===== src/srs_consts.svh =====
// Purpose: constants for the supply reset supervisor
// Assumes: clk_sys at 125 MHz
// Notes: times in their own unit, cycle counts derived
`ifndef SRS_CONSTS_SVH
`define SRS_CONSTS_SVH
`define SRS_CLK_MHZ         125
`define SRS_RELEASE_MS      200
`define SRS_RELEASE_CYC     (`SRS_RELEASE_MS * 1000 * `SRS_CLK_MHZ)
`define SRS_DEBOUNCE_US     10
`define SRS_DEBOUNCE_CYC    (`SRS_DEBOUNCE_US * `SRS_CLK_MHZ)
`define SRS_SEL_PINS        3
`define SRS_LEVEL_LOW       2'h0
`define SRS_LEVEL_HIGH      2'h1
`define SRS_LEVEL_FLOAT     2'h2
`endif


===== src/srs_pkg.sv =====
// Purpose: types for the supply reset supervisor
// Assumes: nothing
// Notes: select pin levels carried as a packed struct
package srs_pkg;
    typedef struct packed {
        logic [1:0] sel3;
        logic [1:0] sel2;
        logic [1:0] sel1;
    } srs_select_type;

    typedef enum logic [1:0] {
        SRS_HOLD    = 2'b00,
        SRS_TIMEOUT = 2'b01,
        SRS_RUN     = 2'b10
    } srs_state_type;
endpackage


===== src/srs_supervisor.sv =====
// Purpose: reset supervisor: supply trip, debounced push-button, release time-out
// Assumes: comparator result and pin levels arrive synchronous to clk_sys
// Notes: the analog trip compare is outside; this block picks the trip code
`timescale 1ns/1ps
`include "srs_consts.svh"

// Summary of operation
// RL1 - reset output low whenever supply is below the selected trip level
// RL2 - release reset only after supply stays good for the full time-out
// RL3 - trip level comes from three select pins, each high, low or floating
// RL4 - system must not change select strapping while powered
// RL5 - reset held low from power-up until threshold and time-out release it
// RL6 - push-button input is active low and debounced into one clean request
// RL7 - push-button must stay low at least 10 us to be recognised
// RL8 - after push-button release, reset stays low for the time-out
// RL9 - any cause returning during the time-out restarts it from zero
module srs_supervisor #(
    parameter int RELEASE_CYC  = `SRS_RELEASE_CYC,
    parameter int DEBOUNCE_CYC = `SRS_DEBOUNCE_CYC
) (
    input  wire logic                   clk_sys,               // system clock
    input  wire logic                   rst_b,                 // sync reset, low active
    input  wire logic                   supply_below_trip,     // comparator: supply low
    input  wire logic                   pushbutton_reset_in_n, // push-button, low active
    input  wire srs_pkg::srs_select_type trip_select_pin,      // three-level strapping
    output logic [4:0]                  trip_code,             // selected threshold code
    output logic                        trip_code_valid,       // code not reserved
    output logic                        sys_reset_n            // reset output, low active
);
    import srs_pkg::*;

    // refuse counts that the sequencer and the debouncer cannot serve
    if (RELEASE_CYC < 2 || DEBOUNCE_CYC < 1)
    begin : g_bad_counts
        $error("srs_supervisor: counts too small");
    end

    srs_state_type state_r;
    logic [31:0]   tmo_r;
    logic [31:0]   deb_r;
    logic          button_req_r;
    logic          cause;
    logic [4:0]    code_nxt;
    logic          latched_r;
    logic [31:0]   low_run_r;
    logic [31:0]   clear_run_r;

    // base-3 code of the three select pins, low pin least significant
    function automatic logic [1:0] srs_digit(input logic [1:0] lvl);
        unique case (lvl)
            `SRS_LEVEL_LOW:   srs_digit = 2'h0;
            `SRS_LEVEL_FLOAT: srs_digit = 2'h1;
            `SRS_LEVEL_HIGH:  srs_digit = 2'h2;
            default:          srs_digit = 2'h1;
        endcase
    endfunction

    always_comb
    begin
        code_nxt = 5'(srs_digit(trip_select_pin.sel1))                 // RL3
                 + 5'(3 * srs_digit(trip_select_pin.sel2))
                 + 5'(9 * srs_digit(trip_select_pin.sel3));
    end

    // strapping caught once after reset release; later changes are ignored
    always_ff @(posedge clk_sys)
    begin
        if (!rst_b)
        begin
            latched_r       <= 1'b0;
            trip_code       <= 5'h0;
            trip_code_valid <= 1'b0;
        end
        else if (!latched_r)
        begin
            latched_r       <= 1'b1;                                    // RL4
            trip_code       <= code_nxt;                                // RL3
            trip_code_valid <= (code_nxt != 5'h1a);
        end
    end

    // debounce: request only after the button stays low the full window
    always_ff @(posedge clk_sys)
    begin
        if (!rst_b)
        begin
            deb_r        <= 32'h0;
            button_req_r <= 1'b0;
        end
        else if (pushbutton_reset_in_n)
        begin
            deb_r        <= 32'h0;                                      // RL6
            button_req_r <= 1'b0;
        end
        else if (deb_r >= 32'(DEBOUNCE_CYC - 1))
            button_req_r <= 1'b1;                                       // RL7
        else
            deb_r <= deb_r + 32'h1;
    end

    // any reset cause: low supply or a debounced button request
    assign cause = supply_below_trip | button_req_r;

    // release sequencer: hold, time-out, run
    always_ff @(posedge clk_sys)
    begin
        if (!rst_b)
        begin
            state_r <= SRS_HOLD;                                        // RL5
            tmo_r   <= 32'h0;
        end
        else
        begin
            unique case (state_r)
                SRS_HOLD:
                begin
                    tmo_r <= 32'h0;
                    if (!cause)
                        state_r <= SRS_TIMEOUT;
                end
                SRS_TIMEOUT:
                begin
                    if (cause)
                    begin
                        state_r <= SRS_HOLD;                            // RL9
                        tmo_r   <= 32'h0;
                    end
                    else if (tmo_r >= 32'(RELEASE_CYC - 2))
                        state_r <= SRS_RUN;                             // RL2 RL8
                    else
                        tmo_r <= tmo_r + 32'h1;
                end
                SRS_RUN:
                begin
                    if (cause)
                        state_r <= SRS_HOLD;                            // RL1
                end
                default:
                    state_r <= SRS_HOLD;
            endcase
        end
    end

    // reset output, combinational so a low supply asserts at once
    assign sys_reset_n = (state_r == SRS_RUN) && !cause;                // RL1

    // helper: consecutive edges that sampled the button line low
    always_ff @(posedge clk_sys)
    begin
        if (!rst_b || pushbutton_reset_in_n)
            low_run_r <= 32'h0;
        else if (low_run_r != 32'hffff_ffff)
            low_run_r <= low_run_r + 32'h1;
    end

    // helper: consecutive edges that sampled no reset cause
    always_ff @(posedge clk_sys)
    begin
        if (!rst_b || cause)
            clear_run_r <= 32'h0;
        else if (clear_run_r != 32'hffff_ffff)
            clear_run_r <= clear_run_r + 32'h1;
    end
endmodule // srs_supervisor


===== config.mk =====
export PLATFORM = sky130hd
export DESIGN_NAME = srs_supervisor
export DESIGN_NICKNAME = d
export VERILOG_FILES = /design/src/srs_pkg.sv /design/src/srs_supervisor.sv
export VERILOG_INCLUDE_DIRS = /design/src
export SDC_FILE = /design/constraint.sdc
export NUM_CORES = 1
export LEC_CHECK = 0
export ABC_CLOCK_PERIOD_IN_PS = 3100
export BUFFER_PORTS_ARGS = -buffer_cell sky130_fd_sc_hd__buf_2
export CORE_MARGIN = 4
export CORE_UTILIZATION = 55
export CTS_BUF_LIST = sky130_fd_sc_hd__clkbuf_8
export DETAILED_ROUTE_END_ITERATION = 8
export PLACE_DENSITY = 0.74
export SLEW_MARGIN = 20
export SYNTH_ARGS = -nofsm -noshare
export SYNTH_HDL_FRONTEND = slang
export SYNTH_SLANG_ARGS = --single-unit

===== constraint.sdc =====
create_clock -name clk_sys -period 3.1 [get_ports clk_sys]
set_clock_uncertainty 0.05 [all_clocks]
set_input_delay 0.31 -clock clk_sys [delete_from_list [all_inputs] [get_ports clk_sys]]
set_output_delay 0.31 -clock clk_sys [all_outputs]
set_load 0.01 [all_outputs]

==> results.md, run 1 <==
- A synthesized cell averages 8.97 sq um.
- The via count is 2680.
- The total overflow left after global routing is 0.
- The power per cell area is 493 nW/um^2.
- The area of the die is 7520 sq um.
- The number of distinct library cell variants in the gate-level netlist after synthesis is 59.
- Global routing used approximately a fifth of the available tracks across all layers.
- The main flop type after synthesis is sky130_fd_sc_hd__dfxtp_1.
- The compound-gate portion of the synthesized area is 14.5%.
- Entering global routing, the biggest net connects 27 pins.
- The wire length per cell is 13.3 microns.
- The measured slew at the worst slew-check pin is just over 0.6 ns.
- The wire length of the first global-routing pass is 11.2 mm.
- Clock latency on the worst-skew pair, taken at its later pin, is 0.35 ns.
- The count of input and output buffers is 16.
- The post-detailed-route DRC marker count is 0.
- The dominant cell type by area after synthesis is sky130_fd_sc_hd__dfxtp_1.
- The leakage power figure is 1.38 nW.
- For the worst setup path, the data arrival time is ~2.6 ns.
- The clock tree from TritonCTS is yes.
- At the end of the flow the core is filled with cells to approximately 63%.
- The final worst-path cycle share is 77.1%.
- The maximum operating frequency is roughly 0.42 GHz.
- The number of sinks driven by the clock tree is 74.
- Leaving out fill and tap cells, the most frequent cell in the layout is sky130_fd_sc_hd__dfxtp_1.
- For this run, the number of Yosys warnings is 0.
- Cells with a size suffix above 1 make up 12.8% of the layout.
- After synthesis the cells add up to 3410 sq um.
- The share of the yosys chip area belonging to registers is 43.5%.
- For this block, the routed nets add up to 6.31 mm of wire.
- The number of placed instances, taps included, is 459.
- Counting the fill cells in the layout gives 537.
- After layout, the minimum clock period comes to 2.39 ns.
- The completed layout was analyzed and its total power is 1.85 mW.
- The remaining antenna violation count after routing is 0.
- In this run the post-CTS setup repair buffer count came out at 0.
- The category of the worst setup path capture point is a register.
- For this configuration, the core starts out at a cell density of 57.2%.
- The initialized floorplan defines 28 standard-cell rows.
- Clock-pin slew was measured on the worst setup and hold paths at 0.08 ns.
- At the end of routability-driven placement, the weighted congestion stood at approximately 0.85.
- The maximum buffer depth of the clock tree is 2.
- The max-slew violation total from the final report is 0.
- During I/O placement, the number of pins put on the boundary was 17.
- The cell count after synthesis came out at 380.
- Setup repair after global routing left no endpoint under its margin.
- The kind of path behind the tightest hold check is in -> reg.
- The share of synthesized area in the top cell type comes to 43.5%.
- Across the run, the number of max-cap violations was 0.
- The number of antenna violations at the first check in global routing is 0.
- In the routed layout, each cell is associated on average with a via count of roughly 5.6.
- STA classifies the critical path startpoint as a register.
- In the synthesized netlist, mux cells make up 1.76% of the area.
- The die is just under 90 microns tall.
- The floorplan step defined a core boundary enclosing 5960 sq um.
- After Yosys synthesis, XOR and XNOR cells account for 2.06% of the synthesized area.
- The number of storage elements in the synthesis netlist is 74.
- The startpoint-to-endpoint class of the critical path is reg -> reg.
- Ranked by total cell area, the synthesized netlist is headed by sky130_fd_sc_hd__dfxtp_1 (43%), sky130_fd_sc_hd__and2_1 (6.4%), sky130_fd_sc_hd__nand2_1 (3.7%), sky130_fd_sc_hd__nand3_1 (3.5%), sky130_fd_sc_hd__ha_1 (3.3%).
- In this run, synthesis inferred 0 flip-flops with an integrated enable.
- The simple logic cell fraction of the synthesized area is a little under a third.
- Of all nets on the critical path, the largest fanout is 16.
- In the layout the commonest cells are sky130_fd_sc_hd__dfxtp_1 (74), sky130_fd_sc_hd__and2_1 (35), sky130_fd_sc_hd__nand2_1 (34), sky130_fd_sc_hd__nand3_1 (24), sky130_fd_sc_hd__nor2_1 (20).
- The number of non-filler instances in the completed layout is 475.
- Summed over all nets, the half-perimeter wirelength after detailed placement is about 4.5 mm.
- In this run, post-CTS hold repair placed 0 buffers.
- The clock tree synthesis step divided the H-tree into 3 levels.
- The via count of the first global-routing pass is 2526.
- The area added between synthesis and finish is 10.1%.
- The adder and majority gate portion of the synthesized area is under 10%.
- The tightest hold path in the finished design has a slack of approximately 0.22 ns.
- The worst pin sits at a relative slew slack of 58.5%.
- The net count of the finished layout is between 400 and 500.
- For the worst setup path, the data required time is between 3 and 4 ns.
- The number of nets produced by synthesis is 401.
- The worst-case IR drop observed on VDD is 280 uV.
- The floorplan step set the die width to 86.7 microns.
- The TritonCTS buffer count is 9.
- Setup violations remaining at the end of the flow were counted as 0.
- The post-cts resize count is 0.
- For this run, asynchronously set or reset flops after synthesis account for 0%.
- The combinational family with the most area after synthesis is simple AND/OR/NAND/NOR gates.
- The tree is rooted in a sky130_fd_sc_hd__clkbuf_8.
- The antenna cell count is 0.
- The violation count after the first detailed-route iteration is 157.
- In the final timing run, aggregate negative setup slack is 0 ns.
- The first-pass iteration count of the detailed router is 4.
- The final number of hold-violating endpoints is 0.
- The run finished with clean final reports.
## layer usage
layer	track usage [%]	vias to the layer above	wire length, microns
met5	0	-	0
met4	9.77	0	155
met3	3.23	15	214
met2	28.0	50	2680
met1	25.6	1228	3260
li1	-	1387	-
## cells in the mapped netlist (3+ instances only)
cell and count:
sky130_fd_sc_hd__mux2i_1 6, sky130_fd_sc_hd__a21oi_1 15, sky130_fd_sc_hd__clkbuf_1 10, sky130_fd_sc_hd__nor3b_1 3, sky130_fd_sc_hd__o31ai_1 6, sky130_fd_sc_hd__buf_2 3, sky130_fd_sc_hd__and2_1 35, sky130_fd_sc_hd__nor2_1 20
sky130_fd_sc_hd__nand2_1 34, sky130_fd_sc_hd__nor2b_1 6, sky130_fd_sc_hd__nand3b_1 4, sky130_fd_sc_hd__a31oi_1 5, sky130_fd_sc_hd__ha_1 9, sky130_fd_sc_hd__dfxtp_1 74, sky130_fd_sc_hd__and3_1 3, sky130_fd_sc_hd__xnor2_1 4
sky130_fd_sc_hd__o41ai_1 4, sky130_fd_sc_hd__nor3_1 9, sky130_fd_sc_hd__o211ai_1 5, sky130_fd_sc_hd__nand3_1 24, sky130_fd_sc_hd__or2_2 3, sky130_fd_sc_hd__nand4_1 7, sky130_fd_sc_hd__nand2b_1 5, sky130_fd_sc_hd__o21ai_0 12
sky130_fd_sc_hd__nor4_1 7, sky130_fd_sc_hd__o21ai_1 10, sky130_fd_sc_hd__or4_1 3, sky130_fd_sc_hd__xor2_1 4, sky130_fd_sc_hd__inv_1 11
## kinds of logic (layout without fill, tap and decap cells)
kind of cell | Yosys count | after routing
buffers and inverters | 26 | 46
AOI/OAI and AO/OA | 74 | 74
and+or+nand+nor | 181 | 181
xor gates and xnor gates | 8 | 8
adders and majority gates | 11 | 11
DFF | 74 | 74
muxes | 6 | 6
## power breakdown
part,switching [mW],internal (mW),leakage (nW),total [mW]
Sequential,0.00795,0.960,0.598,0.968
Clock,0.376,0.402,0.103,0.778
Combinational,0.0570,0.0443,0.683,0.101
Total,0.441,1.41,1.38,1.85
## worst max-delay path, cell delays in order, from the launching register on
cell and delay (ns):
sky130_fd_sc_hd__dfxtp_1 0.49, sky130_fd_sc_hd__nor4b_4 0.53, sky130_fd_sc_hd__and2_1 0.40, sky130_fd_sc_hd__nand3_2 0.20
sky130_fd_sc_hd__or4b_1 0.56, sky130_fd_sc_hd__nand3_1 0.09
## flip-flops by register name (all words and copies together) (netlist names)
name             count
button_req_r         1
deb_r               32
state_r              2
trip_code            5
trip_code_valid      1
latched_r            1
tmo_r               32
## final timing paths
check,startpoint,to,slack [ns],cells past startpoint
max reg2reg,state_r[1]$_SDFFE_PN0P_,tmo_r[8]$_SDFFE_PN0P_,0.71,5
min,supply_below_trip,state_r[0]$_SDFFE_PN0P_,0.22,4
max,state_r[1]$_SDFFE_PN0P_,tmo_r[8]$_SDFFE_PN0P_,0.71,5
min reg2reg,deb_r[17]$_SDFFE_PP0N_,deb_r[17]$_SDFFE_PP0N_,0.42,1
## final cells by class
type	count	area, sq um	area share, %
clock buffer	10	138	3.67
clock inverter	6	72.6	1.93
inverter	11	41.3	1.10
multi-input combinational	280	1820	48.6
sequential	74	1480	39.5
tap	75	93.8	2.50
timing repair buffer	19	103	2.74
## stage by stage
step                instance area (sq um)  worst slack, ns
detailed placement                   3540            0.494
global placement                     3540            0.501
finish                               3750            0.710
CTS                                  3750            0.745
global route                         3750            0.504
floorplan                            3410            0.694
Note: power is estimated with default switching activity, not from simulation.
==> inputs of run 2 (changes only) <==
- ABC_AREA: default -> 1
- ABC_CLOCK_PERIOD_IN_PS: 3100 -> 2100
- PLACE_DENSITY: 0.74 -> 0.76
- clock period: 3.1 -> 2.1 ns (I/O delays scaled with it)
==> results.md, run 2 <==
- The flow ran to the end, and the final reports show no timing, DRC or antenna violations.
- The synthesized design contains 74 register bits.
- The TritonCTS buffer count is 9.
- STA classifies the critical path startpoint as a register.
- Once the floorplan was initialized, standard cells occupied roughly 58% of the core.
- The violation count after the first detailed-route iteration is 259.
- Among all cell types in the netlist, the one instantiated most often is sky130_fd_sc_hd__nand2_1.
- The die covers 8670 sq um.
- Measured against its own limit, the worst slew margin works out to 72.1%.
- The initialized floorplan defines 30 standard-cell rows.
- At the worst endpoint, the required time is about 2.3 ns.
- For this run, the leading register cell type out of synthesis is sky130_fd_sc_hd__dfxtp_1.
- Overall power consumption after layout is estimated at ~2.5 mW.
- Dividing the detail-routed wire length by the instance count gives about 12 microns.
- The number of nets produced by synthesis is 631.
- Measured along the y axis, the die boundary spans 93.1 microns.
- The first global-routing pass estimated 15.1 mm of wire.
- The congestion estimate from routability-driven global placement came to 0.925.
- The logic depth of the worst register-to-register path is 15.
- IR analysis of the VDD net gives a maximum drop of 361 uV.
- The number of filler instances in the final layout is 661.
- Global routing finished with a remaining overflow of 0.
- The largest fanout on the critical path is 22.
- The post-detailed-route DRC marker count is 0.
- The reg-to-reg critical path endpoint is tmo_r[17]$_SDFFE_PN0P_.
- During I/O placement, the number of pins put on the boundary was 17.
- The detail route stage leaves a number of antenna-violating nets equal to 0.
- The routed design has just under 9 mm of wire.
- By area the synthesized netlist is led by sky130_fd_sc_hd__dfxtp_1 (37%), sky130_fd_sc_hd__nand2_1 (12%), sky130_fd_sc_hd__nor2_1 (11%), sky130_fd_sc_hd__inv_1 (8.8%), sky130_fd_sc_hd__nand3_1 (7.4%).
- In this run, synthesis inferred 0 flip-flops with an integrated enable.
- The portion of synthesized cell area occupied by the leading cell type is 37.2%.
- The arrival time of data at the critical path endpoint is 2.19 ns.
- The worst register-to-register path begins at tmo_r[0]$_SDFFE_PN0P_.
- The clock passes through at most 2 buffers.
- The gate count after technology mapping is ~600.
- The library cell used most frequently in the layout, excluding fill and tap cells, is sky130_fd_sc_hd__nand2_1.
- In the final layout, the registers with the most flip-flops are deb_r x32, tmo_r x32, trip_code x5.
- Hold repair after CTS inserted 0 buffers.
- The share of flip-flops with an asynchronous set or reset after synthesis is 0%.
- In the final layout, the share of cells above drive strength 1 is 11.2%.
- The H-tree generated during clock tree synthesis spans 3 levels.
- The area added between synthesis and finish is 11.2%.
- By startpoint and endpoint, the worst setup path is classified as reg -> reg.
- The per-instance average area after synthesis is 6.53 sq um.
- The worst setup path is captured at a register.
- TritonCTS built the clock tree.
- The final number of hold-violating endpoints is 0.
- The maximum operating frequency is 0.509 GHz.
- Setup violations remaining at the end of the flow were counted as 0.
- The aggregate global-route resource usage is between 20% and 30%.
- The min-delay analysis places its worst path in the category in -> reg.
- In this run the most critical hold path is launched from pushbutton_reset_in_n.
- The share of the yosys chip area belonging to registers is 37.2%.
- The first-pass iteration count of the detailed router is 6.
- The number of vias per cell after detailed routing is 5.08.
- The number of distinct library cell variants in the gate-level netlist after synthesis is 29.
- Of all cell types, the one taking the most synthesized area is sky130_fd_sc_hd__dfxtp_1.
- The core region area is 6910 sq um.
- For this run, the number of Yosys warnings is 0.
- The register-to-register path setup slack is around 0.14 ns.
- At the end of the flow, the number of nets in the layout was approximately 660.
- Setup repair after global routing left no endpoint under its margin.
- The tool flagged a number of max-cap violations equal to 0.
- The tree is rooted in a sky130_fd_sc_hd__clkbuf_8.
- The antenna cell count is 0.
- For this design the static power due to leakage is 1.90 nW.
- The via count is 3759.
- From left edge to right edge, the die measures 93.1 microns.
- The commonest cells after synthesis are sky130_fd_sc_hd__nand2_1 (131), sky130_fd_sc_hd__nor2_1 (113), sky130_fd_sc_hd__inv_1 (93).
- In this run the power density over the cells is roughly 570 nW/um^2.
- The number of antenna violations at the first check in global routing is 0.
- The pin count of the biggest net entering global routing is 36.
- The count of input and output buffers is 16.
- The routed design could run at a clock period as short as 1.96 ns.
- The post-detailed-placement half-perimeter wirelength is 6.36 mm.
- Across all hold checks on the routed design, the worst slack comes to 0.0946 ns.
- The via count of the first global-routing pass came to between 3000 and 4000.
- The top cell types in the final layout, fill and taps aside, are sky130_fd_sc_hd__nand2_1 (131), sky130_fd_sc_hd__nor2_1 (110), sky130_fd_sc_hd__inv_1 (96), sky130_fd_sc_hd__dfxtp_1 (72), sky130_fd_sc_hd__nand3_1 (59).
- The number of sinks driven by the clock tree is 74.
- After clock tree synthesis, the clock-pin slew on the worst setup and hold paths is 0.07 ns.
- The hold path depth is 4.
- The max-slew violation total from the final report was 0.
- The cell area that synthesis handed to floorplanning was 3990 sq um.
- The measured slew at the worst slew-check pin is 0.418 ns.
- The worst-skew pair later-pin latency is 0.34 ns.
- Dividing the final minimum period by the clock period gives 93.5%.
- The worst hold path terminates at deb_r[1]$_SDFFE_PP0N_.
run 2: critical path: stages (launching register included):
cell and delay (ns):
sky130_fd_sc_hd__dfxtp_4 0.37, sky130_fd_sc_hd__inv_1 0.05, sky130_fd_sc_hd__ha_1 0.18, sky130_fd_sc_hd__or2_2 0.27, sky130_fd_sc_hd__nand2_1 0.08, sky130_fd_sc_hd__nand2_1 0.07
sky130_fd_sc_hd__nand2_1 0.06, sky130_fd_sc_hd__nand2_1 0.05, sky130_fd_sc_hd__nand2_1 0.08, sky130_fd_sc_hd__nand2_2 0.09, sky130_fd_sc_hd__nand2_4 0.12, sky130_fd_sc_hd__buf_12 0.17
sky130_fd_sc_hd__nand3_1 0.08, sky130_fd_sc_hd__nand2_1 0.08, sky130_fd_sc_hd__inv_1 0.04, sky130_fd_sc_hd__nor2_1 0.07
run 2: power by group:
part	switching, mW	internal (mW)
sequential	0.0120	1.42
clock	0.490	0.405
combinational	0.116	0.0713
run 2: logic make-up after synthesis:
group           Yosys count  share of synthesized area [%]
simple gates            346                           37.5
buf+inv                 112                           11.4
fa+ha+maj                11                           3.83
flops                    74                           37.2
xor+xnor                 12                           2.64
compound gates           55                           7.47
run 2: timing repair:
| item | in CTS | in global routing |
|---|---|---|
| setup buffers | 0 | 3 |
| gates resized for setup | 0 | 9 |
| setup endpoints to repair | 0 | 32 |
run 2: how the worst max path moves through the flow:
| stage | start | endpoint | slack, ns | depth (start not counted) |
|---|---|---|---|---|
| 5_1_grt | tmo_r[0]$_SDFFE_PN0P_ | tmo_r[17]$_SDFFE_PN0P_ | 0.003 | 14 |
| 3_5_place_dp | trip_select_pin[1] | trip_code_valid$_SDFFE_PN0N_ | -0.13 | 11 |
| 4_1_cts | tmo_r[0]$_SDFFE_PN0P_ | tmo_r[18]$_SDFFE_PN0P_ | 0.01 | 15 |
| 3_3_place_gp | trip_select_pin[1] | trip_code_valid$_SDFFE_PN0N_ | -0.08 | 11 |
| 2_1_floorplan | trip_select_pin[1] | trip_code_valid$_SDFFE_PN0N_ | 0.10 | 10 |
| 6_report | tmo_r[0]$_SDFFE_PN0P_ | tmo_r[17]$_SDFFE_PN0P_ | 0.14 | 15 |
run 2: final cells by class:
type	count	area [sq um]	share of cell area [%]
clock inverter	6	28.8	0.650
multi-input combinational	424	2060	46.6
tap	96	120	2.71
clock buffer	9	124	2.80
sequential	74	1490	33.5
inverter	94	353	7.96
timing repair buffer	37	254	5.73
run 2: through the flow:
step	setup TNS, ns	setup slack, ns	cell area (sq um)	instances	util, %
6_report	0	0.136	4430	740	64.1
5_1_grt	0	0.00292	4430	740	64.1
4_1_cts	0	0.0142	4390	737	63.5
3_5_place_dp	-0.130	-0.130	4230	722	61.3
3_3_place_gp	-0.0780	-0.0780	4230	722	61.3
2_1_floorplan	0	0.100	3990	610	-
run 2: layer usage:
layer | vias up | global-route usage [%] | part of all wire, %
li1 | 1961 | - | -
met1 | 1706 | 29.4 | 48
met2 | 85 | 34.1 | 45
met3 | 7 | 4.83 | 5.7
met4 | 0 | 4.40 | 0.72
met5 | - | 0 | 0
==> inputs of run 3 (changes only) <==
- RECOVER_POWER: default -> 25
==> results.md, run 3 (synthesis results as in run 2) <==
- The total detailed-routing wirelength is 8.76 mm.
- The worst pin sits at a relative slew slack of 16.6%.
- The aggregate global-route resource usage is between 20% and 30%.
- The detailed router finished its first iteration with roughly 260 violations.
- The max-slew violation total from the final report is 0.
- From bottom edge to top edge, the die measures 93.1 microns.
- The maximum buffer depth of the clock tree is 2.
- The max-cap check violation count is 0.
- The root buffer selected by CTS is sky130_fd_sc_hd__clkbuf_8.
- The via count of the first global-routing pass was 3376.
- The count of cells in the finished layout, fillers not included, comes to 740.
- The count of endpoints failing setup in the final report is 0.
- The first global-routing pass estimated 15.1 mm of wire.
- The antenna cell count is 0.
- The die is roughly 93 microns wide.
- The routability congestion estimate is slightly above 0.9.
- Across all register-to-register paths, the minimum setup slack is 0.13 ns.
- The library cell used most frequently in the layout, excluding fill and tap cells, is sky130_fd_sc_hd__nand2_1.
- For the worst setup path, the data required time is 2.33 ns.
- The flow ran to the end, and the final reports show no timing, DRC or antenna violations.
- Detailed placement finished with a half-perimeter wire length of ~6.4 mm.
- Walking the worst path, the cells encountered are inv_1 -> ha_1 -> or2_2 -> nand2_1 -> nand2_1 -> nand2_1 -> nand2_1 -> nand2_1 -> nand2_2 -> nand2_4 -> buf_12 -> nand3_1 -> nand2_1 -> inv_1 -> nor2_1.
- The worst setup slack after placement is -0.130 ns.
- STA classifies the critical path endpoint as a register.
- The top cell types in the final layout, fill and taps aside, are sky130_fd_sc_hd__nand2_1 (131), sky130_fd_sc_hd__nor2_1 (110), sky130_fd_sc_hd__inv_1 (96), sky130_fd_sc_hd__dfxtp_1 (72), sky130_fd_sc_hd__nand3_1 (59).
- Clock latency on the worst-skew pair, taken at its later pin, is about 0.34 ns.
- In this run the remaining antenna-violating nets after routing total 0.
- The multi-input combinational cell area is 2060 sq um.
- The total negative slack for setup checks is 0 ns.
- The biggest cell delay along the critical path is 0.37 ns.
- The largest registers in the layout are deb_r x32, tmo_r x32, trip_code x5.
- Using the TritonRoute via totals, the vias-per-cell ratio works out to 5.08.
- The pin count of the biggest net entering global routing is 36.
- In the final design database the tool counted 661 nets.
- The H-tree generated during clock tree synthesis spans 3 levels.
- Summed over all layers, the global routing overflow is 0.
- After layout, the worst path uses slightly above 90% of the clock period.
- The share of cells above drive strength 1 is 10.2%.
- Row generation in the floorplan step produced 30 rows.
- The largest fanout on the critical path is 22.
- The leakage power figure is ~1.9 nW.
- Clock tree synthesis found a total of 74 sinks.
- Registers take 1490 sq um.
- The floorplan step defined a die boundary enclosing 8670 sq um.
- The power per cell area is ~570 nW/um^2.
- The peak ir drop on the vdd network is about 360 uV.
- 17 I/O pins were placed.
- The arrival time of data at the critical path endpoint is 2.19 ns.
- The cell type of the slowest stage on the worst timing path is sky130_fd_sc_hd__dfxtp_4.
- The area added between synthesis and finish is 10.9%.
- The final number of hold-violating endpoints is 0.
- The critical path is of the reg -> reg type.
- The starting density of the core is 57.7%.
- The count of input and output buffers is 16.
- The post-detailed-route DRC marker count is 0.
- The total instance count after detailed placement is 722.
- The wire length per cell is between 10 and 15 microns.
- The first detailed-routing pass ran for 6 iterations.
- The number of antenna violations at the first check in global routing is 0.
- In the post-route analysis, the smallest setup slack over all paths is 0.135 ns.
- The total area inside the core boundary comes to 6910 sq um.
- For the finished layout, the period the worst path requires is 1.97 ns.
- Setup repair after global routing left no endpoint under its margin.
- The via count is 3761.
- The maximum operating frequency is 0.509 GHz.
- After filler insertion, the fill cell instance count of the layout stands at about 660.
- The TritonCTS buffer count is 9.
- At the end of the flow the core is filled with cells to 64.0%.
- On the final layout, the worst hold slack is approximately 0.097 ns.
- The worst hold path belongs to the class in -> reg.
- The clock tree from TritonCTS is yes.
- The worst setup path is launched from a register.
- The clock transition at the registers of the reported paths is 0.07 ns.
- At the pin with the least slew margin, the transition time is 1.25 ns.
- Among the stages of the critical path, the cell type that occurs most often is sky130_fd_sc_hd__nand2_1.
==> run 3: metal layers <==
metal | global-route usage, % | wire, microns
met3 | 4.83 | 463
met2 | 34.1 | 3970
met4 | 4.40 | 84
met5 | 0 | 0
met1 | 29.4 | 4250
==> run 3: final timing paths <==
kind                                             start                      to  cells after the start
worst max-delay path             tmo_r[0]$_SDFFE_PN0P_  tmo_r[17]$_SDFFE_PN0P_                     15
worst min-delay path             pushbutton_reset_in_n   deb_r[1]$_SDFFE_PP0N_                      4
worst max register to register   tmo_r[0]$_SDFFE_PN0P_  tmo_r[17]$_SDFFE_PN0P_                     15
worst min register to register  deb_r[12]$_SDFFE_PP0N_  deb_r[12]$_SDFFE_PP0N_                      2
==> run 3: stage by stage <==
stage          instance area [sq um]  total power [mW]
2_1_floorplan                   3990              1.58
3_3_place_gp                    4230              1.64
3_5_place_dp                    4230              1.65
4_1_cts                         4390              2.53
5_1_grt                         4420              2.63
6_report                        4420              2.51
==> run 3: where the power goes <==
group | internal, mW | switching, mW
Combinational | 0.0684 | 0.116
Clock | 0.405 | 0.488
Sequential | 1.42 | 0.0120
Total | 1.89 | 0.616
==> run 3: critical path: cells and delay by family (launching register included) <==
family / cells / cell delay, ns
adder cells (fa/ha/maj): 1 / 0.17
AND/OR/NAND/NOR: 11 / 1.05
buffers and inverters: 3 / 0.26
flip-flops: 1 / 0.37
==> run 3: cell type report <==
class                      count  share of cell area, %
timing repair buffer          37                   5.52
inverter                      94                   7.98
clock buffer                   9                   2.80
multi-input combinational    424                   46.7
tap                           96                   2.72
sequential                    74                   33.6
clock inverter                 6                  0.651
==> run 3: timing repair <==
item	4_1_cts	5_1_grt
buffers inserted	0	3
hold buffers	0	0
setup endpoints to repair	0	32
resized for setup	0	9
